--- src/rtl/sac_pkg.sv ---
// Shared constants and carriers for the converter control block
package sac_pkg;

  ////////////////////////////////////////////////////////////////////////////////
  // Register byte addresses
  localparam logic [15:0] ADDR_RESULT0_LO = 16'hf2d0; // Channel 0 result, low byte
  localparam logic [15:0] ADDR_RESULT0_HI = 16'hf2d1; // Channel 0 result, high byte
  localparam logic [15:0] ADDR_RESULT1_LO = 16'hf2d2; // Channel 1 result, low byte
  localparam logic [15:0] ADDR_RESULT1_HI = 16'hf2d3; // Channel 1 result, high byte
  localparam logic [15:0] ADDR_CTRL_MODE = 16'hf2f0; // adc_control_mode
  localparam logic [15:0] ADDR_CTRL_RUN = 16'hf2f1; // adc_control_run
  localparam logic [15:0] ADDR_CHAN_SEL = 16'hf2f2; // adc_channel_select
  localparam logic [15:0] ADDR_AMP_OFFSET = 16'hf2f4; // amplifier_offset_code
  localparam logic [15:0] ADDR_AMP_GAIN = 16'hf2f5; // amplifier_gain_code
  localparam logic [15:0] ADDR_AMP_CTRL = 16'hf2f6; // amplifier_control

  ////////////////////////////////////////////////////////////////////////////////
  // Field positions
  localparam int REPEAT_SELECT_BIT = 0; // Mode: repeat_select
  localparam int CLOCK_RANGE_BIT = 1; // Mode: clock_range_select
  localparam int CONVERSION_RUN_BIT = 0; // Run: conversion_run
  localparam int CHANNEL0_BIT = 0; // Select: channel0_enable
  localparam int CHANNEL1_BIT = 1; // Select: channel1_enable
  localparam int OFFSET_MEASURE_BIT = 2; // Amp control: offset_measure

  ////////////////////////////////////////////////////////////////////////////////
  // Reset values
  localparam logic [1:0] CTRL_MODE_RST = 2'h2; // Repeat off, fast clock range
  localparam logic [4:0] AMP_OFFSET_RST = 5'h03; // Zero offset
  localparam logic [3:0] AMP_GAIN_RST = 4'h0; // Unity gain
  localparam logic [1:0] AMP_CFG_RST = 2'h0; // Both channels direct

  ////////////////////////////////////////////////////////////////////////////////
  // Conversion timing in clock cycles per clock range
  localparam logic [3:0] SAMPLE_CYC_SLOW = 4'h2; // Sample phase, slow range
  localparam logic [3:0] SAMPLE_CYC_FAST = 4'h8; // Sample phase, fast range
  localparam logic [3:0] BIT_CYC_SLOW = 4'h1; // One decision, slow range
  localparam logic [3:0] BIT_CYC_FAST = 4'h4; // One decision, fast range
  localparam int RESULT_BITS = 12; // Converter resolution

  ////////////////////////////////////////////////////////////////////////////////
  // Amplifier input configurations
  typedef enum logic [1:0] {
    SAC_CFG_DIRECT = 2'b00, // Both channels direct
    SAC_CFG_CH1_AMP = 2'b01, // Channel 0 direct, channel 1 amplified
    SAC_CFG_BOTH_AMP = 2'b10, // Both amplified
    SAC_CFG_DIFF = 2'b11 // Differential across both pins
  } sac_cfg_e;

  // Settings carried to the analog front end
  typedef struct packed {
    logic amp_power; // Amplifiers powered
    logic ch0_amplified; // Channel 0 routed through amplifiers
    logic ch1_amplified; // Channel 1 routed through amplifiers
    logic differential; // First amplifier in use
    logic short_inputs; // Inputs shorted for offset measurement
    logic [3:0] gain_code; // Second amplifier gain
    logic [4:0] offset_code; // Second amplifier offset
  } sac_amp_ctrl_s;

endpackage

--- src/rtl/sac_sar_engine.sv ---
`timescale 1ns/1ns
`default_nettype none
// Successive approximation engine: sample phase then twelve timed decisions
module sac_sar_engine
  import sac_pkg::*;
(
  input wire logic clk,
  input wire logic arst_n,
  input wire logic start,
  input wire logic abort,
  input wire logic clock_range,
  input wire logic cmp_in,
  output logic done,
  output logic sample,
  output logic [11:0] dac_code,
  output logic [11:0] result
);

  ////////////////////////////////////////////////////////////////////////////////
  // State and storage
  typedef enum logic [1:0] {
    SAC_E_IDLE = 2'b00, // Waiting for a start
    SAC_E_SAMP = 2'b01, // Sample and hold
    SAC_E_BIT = 2'b10 // Bit decisions
  } sac_eng_e;

  sac_eng_e state_r; // Engine state
  sac_eng_e state_nxt; // Next engine state
  logic [3:0] cnt_r; // Cycles left in current phase
  logic [3:0] cnt_nxt; // Next phase count
  logic [3:0] bit_r; // Bit under trial
  logic [3:0] bit_nxt; // Next bit index
  logic [11:0] code_r; // Trial code to the DAC
  logic [11:0] code_nxt; // Next trial code
  logic [11:0] result_r; // Last finished result
  logic [11:0] result_nxt; // Next result
  logic done_r; // Finish pulse
  logic done_nxt; // Next finish pulse
  logic [3:0] samp_len; // Sample length for the range
  logic [3:0] bit_len; // Decision length for the range
  logic [11:0] bit_mask; // One-hot of bit under trial
  logic [11:0] kept_code; // Code after this decision
  logic phase_end; // Phase count ran out
  logic sample_r; // Sample phase flag
  logic sample_nxt; // Next sample flag

  ////////////////////////////////////////////////////////////////////////////////
  // Timing and decision decode
  assign samp_len = clock_range ? SAMPLE_CYC_FAST : SAMPLE_CYC_SLOW;
  assign bit_len = clock_range ? BIT_CYC_FAST : BIT_CYC_SLOW;
  assign bit_mask = 12'h001 << bit_r;
  assign kept_code = cmp_in ? code_r : (code_r & ~bit_mask);
  assign phase_end = (cnt_r == 4'h1);
  assign sample_nxt = (state_nxt == SAC_E_SAMP);

  // Next-state logic
  always_comb begin
    state_nxt = state_r;
    cnt_nxt = cnt_r;
    bit_nxt = bit_r;
    code_nxt = code_r;
    result_nxt = result_r;
    done_nxt = 1'b0;
    unique case (state_r)
      SAC_E_IDLE: begin
        // Start a fresh sample
        if (start) begin
          state_nxt = SAC_E_SAMP;
          cnt_nxt = samp_len;
        end
      end
      SAC_E_SAMP: begin
        // Hold done, trial the top bit
        if (phase_end) begin
          state_nxt = SAC_E_BIT;
          cnt_nxt = bit_len;
          bit_nxt = 4'hb;
          code_nxt = 12'h800;
        end else begin
          cnt_nxt = cnt_r - 4'h1;
        end
      end
      SAC_E_BIT: begin
        // Keep or drop the bit, then trial the next one
        if (phase_end) begin
          cnt_nxt = bit_len;
          if (bit_r == 4'h0) begin
            state_nxt = SAC_E_IDLE;
            result_nxt = kept_code;
            code_nxt = 12'h000;
            done_nxt = 1'b1;
          end else begin
            bit_nxt = bit_r - 4'h1;
            code_nxt = kept_code | (bit_mask >> 1);
          end
        end else begin
          cnt_nxt = cnt_r - 4'h1;
        end
      end
      default: begin
        state_nxt = SAC_E_IDLE;
      end
    endcase
    // Abort drops any conversion at once
    if (abort) begin
      state_nxt = SAC_E_IDLE;
      code_nxt = 12'h000;
      done_nxt = 1'b0;
    end
  end

  ////////////////////////////////////////////////////////////////////////////////
  // Engine registers
  always_ff @(posedge clk or negedge arst_n) begin
    if (!arst_n) begin
      state_r <= SAC_E_IDLE;
      cnt_r <= 4'h0;
      bit_r <= 4'h0;
      code_r <= 12'h000;
      result_r <= 12'h000;
      done_r <= 1'b0;
      sample_r <= 1'b0;
    end else begin
      state_r <= state_nxt;
      cnt_r <= cnt_nxt;
      bit_r <= bit_nxt;
      code_r <= code_nxt;
      result_r <= result_nxt;
      done_r <= done_nxt;
      sample_r <= sample_nxt;
    end
  end

  // Outputs straight from flops
  assign done = done_r;
  assign sample = sample_r;
  assign dac_code = code_r;
  assign result = result_r;

endmodule // sac_sar_engine
`default_nettype wire

--- src/rtl/sac_adc_ctrl.sv ---
`timescale 1ns/1ns
`default_nettype none
// Notes on behaviour
// - Repeat bit: zero converts once, one repeats
// - Clock range sets cycle counts; resets fast
// - Run bit one starts, zero stops, resets zero
// - Single mode clears run after last channel
// - Select bits enable channels, reset zero
// - Both selected: channel zero then one
// - No channel: powered, idle, run stays one
// - Five-bit offset code, reset three
// - Four-bit gain code, reset zero
// - Direct channels bypass the amplifiers
// - Two-bit amplifier configuration field
// - Amplifiers powered when configuration nonzero
// - Offset-measure bit, reset zero, no effect outside differential
// - Offset measure shorts inputs only when differential
// - Done pulse after last channel; results per channel
// - Result split: high byte, low nibble on top
module sac_adc_ctrl
  import sac_pkg::*;
(
  input wire logic clk,
  input wire logic arst_n,
  input wire logic [15:0] reg_addr,
  input wire logic [7:0] reg_wdata,
  input wire logic reg_wr,
  input wire logic reg_rd,
  output logic [7:0] reg_rdata,
  input wire logic cmp_in,
  output logic adc_power,
  output logic sample,
  output logic conv_channel,
  output logic [11:0] dac_code,
  output sac_amp_ctrl_s amp_ctrl,
  output logic conversion_done_irq
);

  ////////////////////////////////////////////////////////////////////////////////
  // Sequencer states
  typedef enum logic [1:0] {
    SAC_M_IDLE = 2'b00, // Stopped or waiting for run
    SAC_M_CONV = 2'b01, // A channel is converting
    SAC_M_EMPTY = 2'b10 // Running with no channel selected
  } sac_seq_e;

  // Pick the first channel of a pass: lower number first
  function automatic logic first_channel(input logic [1:0] sel);
    first_channel = ~sel[CHANNEL0_BIT];
  endfunction

  ////////////////////////////////////////////////////////////////////////////////
  // Registers and next values
  logic repeat_select_r; // Repeat mode
  logic repeat_select_nxt;

  logic clock_range_select_r; // Clock range
  logic clock_range_select_nxt;

  logic conversion_run_r; // Run bit
  logic conversion_run_nxt;

  logic [1:0] chan_sel_r; // Channel enables
  logic [1:0] chan_sel_nxt;

  logic [4:0] offset_code_r; // Amplifier offset
  logic [4:0] offset_code_nxt;

  logic [3:0] gain_code_r; // Amplifier gain
  logic [3:0] gain_code_nxt;

  logic [1:0] amp_cfg_r; // Input configuration
  logic [1:0] amp_cfg_nxt;

  logic offset_measure_r; // Offset measurement request
  logic offset_measure_nxt;

  logic [11:0] result0_r; // Channel 0 result
  logic [11:0] result0_nxt;

  logic [11:0] result1_r; // Channel 1 result
  logic [11:0] result1_nxt;

  logic [7:0] rdata_r; // Read data
  logic [7:0] rdata_nxt;

  sac_seq_e state_r; // Sequencer state
  sac_seq_e state_nxt;

  logic chan_r; // Channel being converted
  logic chan_nxt;

  logic eng_start_r; // Engine start pulse
  logic eng_start_nxt;

  logic irq_r; // Completion pulse
  logic irq_nxt;

  logic adc_power_r; // Converter power
  logic adc_power_nxt;

  sac_amp_ctrl_s amp_r; // Front end settings
  sac_amp_ctrl_s amp_nxt;

  ////////////////////////////////////////////////////////////////////////////////
  // Bus decode
  logic wr_mode; // Write to mode register
  logic wr_run; // Write to run register
  logic wr_sel; // Write to channel select
  logic wr_offs; // Write to offset code
  logic wr_gain; // Write to gain code
  logic wr_amp; // Write to amplifier control

  logic eng_done; // Engine finished a channel
  logic eng_abort; // Stop the engine now
  logic [11:0] eng_result; // Engine result
  logic last_chan; // Current channel ends the pass
  logic hw_clear_run; // Single pass finished
  sac_cfg_e cfg; // Configuration as enum

  // Address decodes
  assign wr_mode = reg_wr && (reg_addr == ADDR_CTRL_MODE);
  assign wr_run = reg_wr && (reg_addr == ADDR_CTRL_RUN);
  assign wr_sel = reg_wr && (reg_addr == ADDR_CHAN_SEL);
  assign wr_offs = reg_wr && (reg_addr == ADDR_AMP_OFFSET);
  assign wr_gain = reg_wr && (reg_addr == ADDR_AMP_GAIN);
  assign wr_amp = reg_wr && (reg_addr == ADDR_AMP_CTRL);
  assign cfg = sac_cfg_e'(amp_cfg_nxt);

  ////////////////////////////////////////////////////////////////////////////////
  // Software register writes; unused bits are dropped
  assign repeat_select_nxt = wr_mode ? reg_wdata[REPEAT_SELECT_BIT] : repeat_select_r;
  assign clock_range_select_nxt = wr_mode ? reg_wdata[CLOCK_RANGE_BIT] :
                                  clock_range_select_r;
  assign chan_sel_nxt = wr_sel ? reg_wdata[1:0] : chan_sel_r;
  assign offset_code_nxt = wr_offs ? reg_wdata[4:0] : offset_code_r;
  assign gain_code_nxt = wr_gain ? reg_wdata[3:0] : gain_code_r;
  assign amp_cfg_nxt = wr_amp ? reg_wdata[1:0] : amp_cfg_r;
  assign offset_measure_nxt = wr_amp ? reg_wdata[OFFSET_MEASURE_BIT] :
                              offset_measure_r;

  // A software write beats the automatic clear in the same cycle
  assign conversion_run_nxt = wr_run ? reg_wdata[CONVERSION_RUN_BIT] :
                              (hw_clear_run ? 1'b0 : conversion_run_r);

  ////////////////////////////////////////////////////////////////////////////////
  // Read mux; result low byte carries its nibble in the top bits
  always_comb begin
    rdata_nxt = 8'h00;
    if (reg_rd) begin
      unique case (reg_addr)
        ADDR_RESULT0_LO: rdata_nxt = {result0_r[3:0], 4'h0};
        ADDR_RESULT0_HI: rdata_nxt = result0_r[11:4];
        ADDR_RESULT1_LO: rdata_nxt = {result1_r[3:0], 4'h0};
        ADDR_RESULT1_HI: rdata_nxt = result1_r[11:4];

        ADDR_CTRL_MODE: rdata_nxt = {6'h00, clock_range_select_r, repeat_select_r};
        ADDR_CTRL_RUN: rdata_nxt = {7'h00, conversion_run_r};
        ADDR_CHAN_SEL: rdata_nxt = {6'h00, chan_sel_r};
        ADDR_AMP_OFFSET: rdata_nxt = {3'h0, offset_code_r};
        ADDR_AMP_GAIN: rdata_nxt = {4'h0, gain_code_r};
        ADDR_AMP_CTRL: rdata_nxt = {5'h00, offset_measure_r, amp_cfg_r};
        default: rdata_nxt = 8'h00;
      endcase
    end
  end

  ////////////////////////////////////////////////////////////////////////////////
  // Front end settings
  always_comb begin
    amp_nxt.amp_power = (cfg != SAC_CFG_DIRECT);

    // Direct channels take no gain path
    amp_nxt.ch0_amplified = (cfg == SAC_CFG_BOTH_AMP) ||
                            (cfg == SAC_CFG_DIFF);
    amp_nxt.ch1_amplified = (cfg != SAC_CFG_DIRECT);
    amp_nxt.differential = (cfg == SAC_CFG_DIFF);
    amp_nxt.short_inputs = offset_measure_nxt && (cfg == SAC_CFG_DIFF);

    amp_nxt.gain_code = gain_code_nxt;
    amp_nxt.offset_code = offset_code_nxt;
  end

  ////////////////////////////////////////////////////////////////////////////////
  // Conversion sequencer
  assign last_chan = (chan_r == 1'b1) || !chan_sel_r[CHANNEL1_BIT];
  assign hw_clear_run = (state_r == SAC_M_CONV) && eng_done && last_chan &&
                        !(chan_r == 1'b0 && chan_sel_r[CHANNEL1_BIT]) && !repeat_select_r;

  assign eng_abort = !conversion_run_r;

  // Pass sequencing
  always_comb begin
    state_nxt = state_r;
    chan_nxt = chan_r;
    eng_start_nxt = 1'b0;
    irq_nxt = 1'b0;
    result0_nxt = result0_r;
    result1_nxt = result1_r;
    adc_power_nxt = conversion_run_nxt;

    unique case (state_r)
      SAC_M_IDLE: begin
        // Start a pass once the run bit is up
        if (conversion_run_r) begin
          if (chan_sel_r == 2'b00) begin
            state_nxt = SAC_M_EMPTY;
          end else begin
            state_nxt = SAC_M_CONV;
            chan_nxt = first_channel(chan_sel_r);
            eng_start_nxt = 1'b1;
          end
        end
      end

      SAC_M_CONV: begin
        if (!conversion_run_r) begin
          // Software stop abandons the channel
          state_nxt = SAC_M_IDLE;
        end else if (eng_done) begin
          // Store per channel
          if (chan_r) begin
            result1_nxt = eng_result;
          end else begin
            result0_nxt = eng_result;
          end

          if (!chan_r && chan_sel_r[CHANNEL1_BIT]) begin
            // Channel one follows channel zero
            chan_nxt = 1'b1;
            eng_start_nxt = 1'b1;
          end else begin
            irq_nxt = 1'b1;
            if (repeat_select_r) begin
              // Continuous mode begins the next pass
              if (chan_sel_r == 2'b00) begin
                state_nxt = SAC_M_EMPTY;
              end else begin
                chan_nxt = first_channel(chan_sel_r);
                eng_start_nxt = 1'b1;
              end
            end else begin
              state_nxt = SAC_M_IDLE;
            end
          end
        end
      end

      SAC_M_EMPTY: begin
        // Powered but idle until software stops it
        if (!conversion_run_r) begin
          state_nxt = SAC_M_IDLE;
        end
      end

      default: begin
        state_nxt = SAC_M_IDLE;
      end
    endcase
  end

  ////////////////////////////////////////////////////////////////////////////////
  // Bit-serial converter engine
  sac_sar_engine u_engine (
    .clk(clk),
    .arst_n(arst_n),
    .start(eng_start_r),
    .abort(eng_abort),
    .clock_range(clock_range_select_r),
    .cmp_in(cmp_in),
    .done(eng_done),
    .sample(sample),
    .dac_code(dac_code),
    .result(eng_result)
  );

  ////////////////////////////////////////////////////////////////////////////////
  // Software registers
  always_ff @(posedge clk or negedge arst_n) begin
    if (!arst_n) begin
      repeat_select_r <= CTRL_MODE_RST[REPEAT_SELECT_BIT];
      clock_range_select_r <= CTRL_MODE_RST[CLOCK_RANGE_BIT];
      conversion_run_r <= 1'b0;
      chan_sel_r <= 2'b00;
      offset_code_r <= AMP_OFFSET_RST;
      gain_code_r <= AMP_GAIN_RST;
      amp_cfg_r <= AMP_CFG_RST;
      offset_measure_r <= 1'b0;
      rdata_r <= 8'h00;
    end else begin
      repeat_select_r <= repeat_select_nxt;
      clock_range_select_r <= clock_range_select_nxt;
      conversion_run_r <= conversion_run_nxt;
      chan_sel_r <= chan_sel_nxt;
      offset_code_r <= offset_code_nxt;
      gain_code_r <= gain_code_nxt;
      amp_cfg_r <= amp_cfg_nxt;
      offset_measure_r <= offset_measure_nxt;
      rdata_r <= rdata_nxt;
    end
  end

  // Sequencer and output registers
  always_ff @(posedge clk or negedge arst_n) begin
    if (!arst_n) begin
      state_r <= SAC_M_IDLE;
      chan_r <= 1'b0;
      eng_start_r <= 1'b0;
      irq_r <= 1'b0;
      adc_power_r <= 1'b0;
      result0_r <= 12'h000;
      result1_r <= 12'h000;
      amp_r <= '0;
      amp_r.offset_code <= AMP_OFFSET_RST;
    end else begin
      state_r <= state_nxt;
      chan_r <= chan_nxt;
      eng_start_r <= eng_start_nxt;
      irq_r <= irq_nxt;
      adc_power_r <= adc_power_nxt;
      result0_r <= result0_nxt;
      result1_r <= result1_nxt;
      amp_r <= amp_nxt;
    end
  end

  ////////////////////////////////////////////////////////////////////////////////
  // Outputs
  assign reg_rdata = rdata_r;
  assign adc_power = adc_power_r;
  assign conv_channel = chan_r;
  assign amp_ctrl = amp_r;
  assign conversion_done_irq = irq_r;

endmodule // sac_adc_ctrl
`default_nettype wire

--- config.mk ---
export PLATFORM = sky130hd
export DESIGN_NAME = sac_adc_ctrl
export DESIGN_NICKNAME = d
export VERILOG_FILES = /design/src/rtl/sac_pkg.sv /design/src/rtl/sac_sar_engine.sv /design/src/rtl/sac_adc_ctrl.sv
export SDC_FILE = /design/constraint.sdc
export NUM_CORES = 1
export LEC_CHECK = 0
export BUFFER_PORTS_ARGS = -buffer_cell sky130_fd_sc_hd__clkbuf_2
export CAP_MARGIN = 25
export CORE_MARGIN = 2
export CORE_UTILIZATION = 55
export DETAILED_ROUTE_END_ITERATION = 7
export PLACE_DENSITY = 0.77
export SLEW_MARGIN = 20
export SYNTH_ARGS = -nofsm -noshare
export SYNTH_HDL_FRONTEND = slang
export SYNTH_HIERARCHICAL = 1
export SYNTH_SLANG_ARGS = --single-unit
--- constraint.sdc ---
create_clock -name clk -period 2.5 [get_ports clk]
set_input_delay 0.625 -clock clk [delete_from_list [all_inputs] [get_ports clk]]
set_output_delay 0.625 -clock clk [all_outputs]
set_load 0.02 [all_outputs]
==> impl_metrics.tcl, run 1 <==
set metrics [dict create \
    cts_tree "done" \
    swShare 0.247 \
    cp.arrival_ps 2470 \
    cap_violations 0 \
    grt_pass1_wl_mm 15.8 \
    insertion_delay_ps 360 \
    std_cell_rows 33 \
    drt_iter0_drc 146 \
    start_util 0.568 \
    share_comb_of_total_power 0.039 \
    critPathMaxFanout 6 \
    ff2ff_path_depth 6 \
    synth-compound-area-share 0.121 \
    cts_buffers 9 \
    netSwitchingPower_mw 0.627 \
    clkTransAtPathRegs_ps 100 \
    syn-num-nets 447 \
    r2r_end "u_engine/result[11]$_DFFE_PN0P_" \
    ctsHoldBuffers 0 \
    post-route-period-util 0.873 \
    powerDensity_mw_per_mm2 479 \
    track_usage 0.223 \
    timing.slew.headroom 0.608 \
    grt_pass1_vias 3301 \
    drc 0 \
    seqPwrFrac 0.592 \
    ctsRootBufferMaster "clkbuf_8" \
    num_antenna_cells 0 \
    cp.required_ps 2780 \
    ys_seq_area_frac 0.499 \
    gp_congestion 0.862 \
    vias 3435 \
    power_mw 2.54 \
    cp-end-kind "flip-flop" \
    synth_edf_count 0 \
    post_cts_buffers 0 \
    place_hpwl_mm 6.98 \
    async_reset_ff_frac 1.00 \
    period_needed_ps 2180 \
    timing.rr.start "u_engine/bit_r[0]$_DFFE_PN0P_" \
    fin_tns_setup_ps 0 \
    grt_setup_unrepaired "no" \
    drv_slew 0 \
    htree_levels 3 \
    yosys-mux-area-fraction 0.154 \
    max_freq_mhz 458 \
    p_int_mw 1.91 \
    tightest_slew_ps 588 \
    routedWlPerCell_um 16.5 \
    crit_path_start_kind "primary input" \
    yosysUniqueCellTypes 61 \
    netlist_area_mm2 0.00467 \
    hold_viol_final 0 \
    grt_max_degree 42 \
    holdCritPathClass "primary input to async pin" \
    reg2reg_slack_ps 490 \
    ys_ff_latch 93 \
    synth_xor_area_frac 0 \
    finalWorstSetupSlack_ps 316 \
    gr-total-overflow 0 \
    syn_avg_cell_area_um2 11.5 \
    cts_buffer_depth 2 \
    nNetsFinal 515 \
    routed_via_density 5.87 \
    vdd_drop_max_v 0.000294 \
    critical_path_class "primary input to flip-flop" \
    postRouteWirelength_mm 9.64 \
    hold_slack_ps 235 \
    pin_count 67 \
    synthSimpleGateAreaFrac 0.166 \
    cts.sinks 93 \
    postRouteAntennaNets 0 \
    clock-skew-final_ps 13.5 \
    setup_violations 0 \
    dieWidth_um 96.1 \
    syn_to_final_growth_pct 13.7 \
    fp.dieH_um 96.1 \
    coreArea_mm2 0.00822 \
    pwr-share-clk 0.369 \
    layout_commonest_cell "dfrtp_1" \
    place_ws_ps -34.3 \
    final_cell_mix "dfrtp_1, clkbuf_2, nand2_1" \
    yosysWarnings 6 \
    first_pass_iters 4 \
    cts_resized 0 \
    synth_top_family_by_area "simple AND/OR/NAND/NOR gates" \
    drive_above_1_share 0.329 \
    leakagePower_nw 2.55 \
    die_area_mm2 0.00924 \
    synthCells 407 \
    antenna_found_initial 0 \
    portBuffers 63 \
    status "completed" \
    synth_top_flop_cell "dfrtp_1" \
    synth_adder_area_share 0.0295 \
]
[cell families after synthesis]
| logic type | count (synthesis) |
|---|---|
| simple gates | 132 |
| mux | 60 |
| buf+inv | 31 |
| flops | 93 |
| fa+ha+maj | 11 |
| compound gates | 80 |
[cell usage after synthesis (9+ instances only)]
master,number,area share
nor2b_1,11,0.015
nand2_1,41,0.033
mux2_2,38,0.092
o21ai_0,15,0.016
nand2b_1,9,0.012
dfrtp_1,90,0.48
a21oi_1,14,0.015
mux2i_1,10,0.021
inv_1,14,0.011
ha_1,11,0.029
nor2_1,20,0.016
[registers in the layout, summed over array words and instances, names as in the netlist, 2 cells and up, named ones only]
register,count
result0_r,12
state_r,2
u_engine/cnt_r,4
amp_ctrl,12
u_engine/state_r,2
u_engine/result,12
u_engine/dac_code,12
u_engine/bit_r,4
amp_cfg_r,2
reg_rdata,8
chan_sel_r,2
result1_r,12
[per-stage QoR]
step	instances	area (µm²)	util
finish	585	5310	0.646
global route	585	5310	0.646
CTS	585	5310	0.646
detailed placement	569	5120	0.624
global placement	569	5120	0.624
floorplan	407	4670	-
[worst max path at each step]
stage          slack (ps)                 endpoint  depth (start not counted)   startpoint
6_report              320   amp_ctrl[10]$_DFF_PN0_                          7  reg_addr[8]
5_1_grt               250   amp_ctrl[10]$_DFF_PN0_                          7  reg_addr[8]
4_1_cts               330   amp_ctrl[10]$_DFF_PN0_                          7  reg_addr[8]
3_5_place_dp          -30  amp_ctrl[2]$_DFFE_PN0P_                          7  reg_addr[8]
3_3_place_gp          -20  amp_ctrl[7]$_DFFE_PN0P_                          6  reg_addr[8]
2_1_floorplan          80   amp_cfg_r[1]$_DFF_PN0_                          5  reg_addr[8]
[final cells by class]
cell class	instances	area, µm²
timing repair buffer	74	413
clock buffer	9	124
inverter	14	52.6
sequential	93	2330
clock inverter	7	57.6
fill	638	2910
multi-input combinational	283	2200
tap	105	131
[power by group through the flow]
| stage | registers, mW | clock network [mW] | logic, mW |
|---|---|---|---|
| after floorplan | 1.53 | 0 | 0.0289 |
| after global placement | 1.53 | 0 | 0.0976 |
| after detailed placement | 1.53 | 0 | 0.100 |
| after CTS | 1.50 | 0.961 | 0.100 |
| after global routing | 1.50 | 1.02 | 0.110 |
| final | 1.50 | 0.938 | 0.0980 |
[worst max-delay path: stages]
cell      delay (ps)
clkbuf_2          80
or4b_4           530
or3_1            360
buf_4            190
nor3_4           290
buf_4            200
mux2i_1          200
[per-layer routing]
layer / up-vias / track usage / wire (µm)
met2: 97 / 0.354 / 4710
met4: 0 / 0.0798 / 176
li1: 1614 / - / -
met3: 18 / 0.0470 / 518
met5: - / 0 / 0
met1: 1706 / 0.304 / 4230
Power figures use the tool's default switching activity.
==> run 2: changes to the inputs <==
- ABC_CLOCK_PERIOD_IN_PS: unset -> 2500
- PLACE_DENSITY: 0.77 -> 0.82
==> run 2 against run 1 <==
  * First-iteration DRC count is 2.7% lower
  * Clock-buffer cell count is 2 higher
  * Critical path depth is 1 lower
  * Combinational power hardly changed
  * Non-clock buffer count is 2 lower
  * Worst hold slack worse by 170 ps
  * Routed wire length is 1.8% lower
  * Final cell count is 0.34% lower
  * Global-route usage is 0.075 points higher
  * Sequential share of layout area is 0.062 points lower
  * Register-to-register slack hardly changed
  * Largest power group unchanged
==> impl_metrics.tcl, run 2 (same netlist as run 1, synthesis figures left out) <==
set metrics [dict create \
    status "completed" \
    postRouteAntennaNets 0 \
    layout_commonest_cell "dfrtp_1" \
    coreArea_mm2 0.00822 \
    timing.rr.start "u_engine/bit_r[0]$_DFFE_PN0P_" \
    post_cts_buffers 0 \
    cts_buffers 9 \
    finalWorstSetupSlack_ps 348 \
    std_cell_rows 33 \
    hold_viol_final 0 \
    syn_to_final_growth_pct 13.8 \
    portBuffers 63 \
    drt_iter0_drc 142 \
    clock-skew-final_ps 13.6 \
    leakagePower_nw 2.55 \
    r2r_end "u_engine/result[7]$_DFFE_PN0P_" \
    fin_util 0.647 \
    routed_via_density 5.73 \
    critical_path_class "primary input to flip-flop" \
    critPathMaxFanout 6 \
    cap_violations 0 \
    period_needed_ps 2150 \
    dieWidth_um 96.1 \
    netSwitchingPower_mw 0.597 \
    multi_input_area_mm2 0.00220 \
    die_area_mm2 0.00924 \
    ctsHoldBuffers 0 \
    cts.sinks 93 \
    antenna_found_initial 0 \
    cp.required_ps 2750 \
    reg2reg_slack_ps 500 \
    place_hpwl_mm 6.91 \
    tightest_slew_ps 603 \
    power_mw 2.60 \
    grt_pass1_vias 3240 \
    postRouteWirelength_mm 9.46 \
    first_pass_iters 4 \
    clkTransAtPathRegs_ps 100 \
    fillers 650 \
    share_comb_of_total_power 0.038 \
    cp_num_buf_inv 2 \
    pin_count 67 \
    cp_top_family "simple AND/OR/NAND/NOR gates" \
    htree_levels 3 \
    timing.slew.headroom 0.594 \
    pwr-share-clk 0.385 \
    drive_above_1_share 0.322 \
    holdCritPathClass "primary input to async pin" \
    cp.arrival_ps 2400 \
    grt_max_degree 61 \
    ff2ff_path_depth 6 \
    cts_buffer_depth 2 \
    routedWlPerCell_um 16.2 \
    drv_slew 0 \
    slowest_delay_ps 520 \
    cp-end-kind "flip-flop" \
    vias 3340 \
    seqPwrFrac 0.578 \
    swShare 0.230 \
    crit_chain "clkbuf_2 > or4b_4 > or3_1 > buf_4 > nor3_4 > mux2_2" \
    ctsRootBufferMaster "clkbuf_8" \
    drc 0 \
    num_antenna_cells 0 \
    track_usage 0.223 \
    nNetsFinal 513 \
    start_util 0.568 \
    fp.dieH_um 96.1 \
    post-route-period-util 0.861 \
    insertion_delay_ps 360 \
    place_ws_ps -40.3 \
    fin_tns_setup_ps 0 \
    powerDensity_mw_per_mm2 490 \
    max_freq_mhz 465 \
    crit_path_start_kind "primary input" \
    grt_setup_unrepaired "no" \
    setup_violations 0 \
    p_int_mw 2.00 \
    vdd_drop_max_v 0.000235 \
    regArea_mm2 0.00233 \
    final_cell_mix "dfrtp_1, clkbuf_2, nand2_1" \
    cpMaxStageDelayCell "or4b_4" \
    gp_congestion 0.861 \
    cts_tree "done" \
    cts_resized 0 \
    grt_pass1_wl_mm 15.9 \
    gr-total-overflow 0 \
]
[run 2: changes by cell type in the layout (fill, tap and decap cells not counted), sizes merged]
cell / delta
clkbuf: +2
clkinvlp: -1
bufinv: +1
buf: -2
inv: -2
[run 2: metal layers]
layer  wire, µm  global-route usage  part of all wire
met1       4310               0.304              0.46
met2       4620               0.363              0.49
met3        390              0.0290             0.041
met4        140              0.0917             0.015
met5          0                   0                 0
[run 2: how the worst max path moves through the flow]
stage / startpoint / endpoint / slack, ps / cells after the start
6_report: reg_addr[8] / amp_ctrl[8]$_DFFE_PN0P_ / 350 / 6
5_1_grt: u_engine/cnt_r[1]$_DFFE_PN0P_ / u_engine/result[0]$_DFFE_PN0P_ / 260 / 6
4_1_cts: reg_addr[8] / amp_ctrl[8]$_DFFE_PN0P_ / 340 / 6
3_5_place_dp: reg_addr[8] / amp_ctrl[4]$_DFFE_PN0P_ / -40 / 7
3_3_place_gp: reg_addr[8] / amp_ctrl[3]$_DFFE_PN0P_ / -5 / 7
2_1_floorplan: reg_addr[8] / amp_cfg_r[1]$_DFF_PN0_ / 80 / 5
[run 2: metrics by stage]
| step | instances | hold slack [ps] | instance area [µm²] |
|---|---|---|---|
| final | 583 | 67.9 | 5310 |
| after global routing | 583 | 66.5 | 5310 |
| after CTS | 583 | 62.7 | 5310 |
| after detailed placement | 567 | 463 | 5120 |
| after global placement | 567 | 461 | 5120 |
| after floorplan | 407 | 329 | 4670 |
[run 2: power groups by stage]
stage               registers [mW]  logic, mW  clock network (mW)
finish                        1.50     0.0978                1.00
floorplan                     1.53     0.0289                   0
global route                  1.50      0.112                1.08
CTS                           1.50      0.100                1.03
global placement              1.53     0.0983                   0
detailed placement            1.53     0.0999                   0
[run 2: area by class of cell]
type,instances,share of cell area
timing repair buffer,72,0.0772
clock inverter,5,0.0113
inverter,14,0.00989
clock buffer,11,0.0247
multi-input combinational,283,0.413
tap,105,0.0247
sequential,93,0.439
[run 2: worst register-to-register path, stage by stage (launching register included)]
cell and delay [ps]:
dfrtp_1 440, inv_1 120, ha_1 290, nor3b_4 360, nand3_2 380, nand2_1 200, o21ai_0 90
==> run 3: changes to the inputs <==
- PLACE_DENSITY: 0.82 -> 0.8
==> run 3 against run 2 <==
  * Clock power about the same
  * Register-to-register slack worse by 50 ps
  * Combinational power is 1% higher
  * Global-route usage fell by 0.72 points
  * Sequential cell count unchanged
  * Largest power group unchanged
==> impl_metrics.tcl, run 3 (same netlist as run 1, synthesis figures left out) <==
set metrics [dict create \
    holdCritPathClass "primary input to async pin" \
    syn_to_final_growth_pct 14.0 \
    start_util 0.568 \
    place_hpwl_mm 6.99 \
    final_cell_mix "dfrtp_1, clkbuf_2, nand2_1" \
    post-route-period-util 0.880 \
    grt_max_degree 38 \
    timing.slew.headroom 0.583 \
    num_antenna_cells 0 \
    cts_buffer_depth 2 \
    cp.arrival_ps 2440 \
    clock-skew-final_ps 12.2 \
    routedWlPerCell_um 16.0 \
    timing.rr.start "u_engine/bit_r[0]$_DFFE_PN0P_" \
    insertion_delay_ps 350 \
    vias 3390 \
    fin_area_mm2 0.00532 \
    hold_slack_ps 210 \
    critPathMaxFanout 6 \
    post_cts_buffers 0 \
    first_pass_iters 5 \
    dieWidth_um 96.1 \
    max_freq_mhz 454 \
    grt_setup_unrepaired "no" \
    drc 0 \
    gp_congestion 0.862 \
    pin_count 67 \
    cap_violations 0 \
    htree_levels 3 \
    cpMaxStageDelayCell "or4b_4" \
    postRouteAntennaNets 0 \
    track_usage 0.216 \
    drive_above_1_share 0.326 \
    grt_pass1_wl_mm 15.5 \
    gr-total-overflow 0 \
    cts_tree "done" \
    die_area_mm2 0.00924 \
    cp-end-kind "flip-flop" \
    status "completed" \
    leakagePower_nw 2.56 \
    ctsHoldBuffers 0 \
    cts.sinks 93 \
    postRouteWirelength_mm 9.40 \
    cts_buffers 9 \
    slowest_delay_ps 530 \
    setup_violations 0 \
    ctsRootBufferMaster "clkbuf_8" \
    crit_chain "clkbuf_2 > or4b_4 > or3_1 > buf_4 > nor4_4 > buf_4 > mux2_1" \
    clkTransAtPathRegs_ps 90 \
    antenna_found_initial 0 \
    critical_path_class "primary input to flip-flop" \
    vdd_drop_max_v 0.000241 \
    drt_iter0_drc 156 \
    tightest_slew_ps 620 \
    coreArea_mm2 0.00822 \
    cp.required_ps 2740 \
    path_common_cell "buf_4" \
    portBuffers 63 \
    critPathLaunch "reg_addr[8]" \
    place_area_mm2 0.00513 \
    cts_resized 0 \
    routed_via_density 5.78 \
    drv_slew 0 \
    layout_commonest_cell "dfrtp_1" \
    hold_viol_final 0 \
    std_cell_rows 33 \
    period_needed_ps 2200 \
    powerDensity_mw_per_mm2 487 \
    grt_pass1_vias 3367 \
    crit_path_start_kind "primary input" \
    fp.dieH_um 96.1 \
    nNetsFinal 516 \
]
[run 3: changes by cell type in the layout (fill, tap and decap cells not counted)]
cell    before  now
buf_12       2    1
buf_4        8   12
[run 3: stage by stage]
step	TNS, ps	utilization	setup WS [ps]	std cells	total power [mW]
finish	0	0.648	299	586	2.59
CTS	0	0.648	297	586	2.62
floorplan	0	-	84.0	407	1.56
global route	0	0.648	237	586	2.68
global placement	-141	0.625	-18.9	570	1.63
detailed placement	-758	0.625	-76.1	570	1.63
[run 3: where the power goes]
group          internal, mW  total [mW]  switching (mW)
clock                 0.467       0.989           0.521
sequential             1.50        1.50        0.000117
combinational        0.0341      0.0988          0.0646
total                  2.00        2.59           0.586
[run 3: cell type report]
type	instances	area, µm²
Multi-Input combinational cell	283	2200
Clock buffer	11	131
Fill cell	654	2890
Sequential cell	93	2330
Inverter	14	52.6
Clock inverter	5	60.1
Timing Repair Buffer	75	420
Tap cell	105	131
[run 3: worst paths after layout]
| check | to | slack [ps] | cells past startpoint |
|---|---|---|---|
| hold / removal | amp_ctrl[2]$_DFFE_PN0P_ | 210 | 1 |
| max in group asynchronous | result1_r[8]$_DFFE_PN0P_ | 1680 | 2 |
| min in group clk | amp_ctrl[4]$_DFFE_PN0P_ | 480 | 2 |
| hold reg to reg | result1_r[6]$_DFFE_PN0P_ | 510 | 1 |
| setup / recovery | amp_ctrl[3]$_DFFE_PN0P_ | 300 | 7 |
| setup reg to reg | u_engine/result[2]$_DFFE_PN0P_ | 450 | 6 |
[run 3: worst max-delay path, delay by kind of cell]
| kind | cells | cell delay (ps) |
|---|---|---|
| buffers and inverters | 3 | 450 |
| multiplexers | 1 | 340 |
| AND/OR/NAND/NOR | 3 | 1010 |
[run 3: metal layers]
| layer | vias up | track usage | wire length (µm) | share of wire |
|---|---|---|---|---|
| met5 | - | 0 | 0 | 0 |
| met2 | 98 | 0.365 | 4550 | 0.48 |
| met1 | 1667 | 0.281 | 4210 | 0.45 |
| met4 | 0 | 0.0798 | 99 | 0.011 |
| li1 | 1613 | - | - | - |
| met3 | 12 | 0.0352 | 529 | 0.056 |
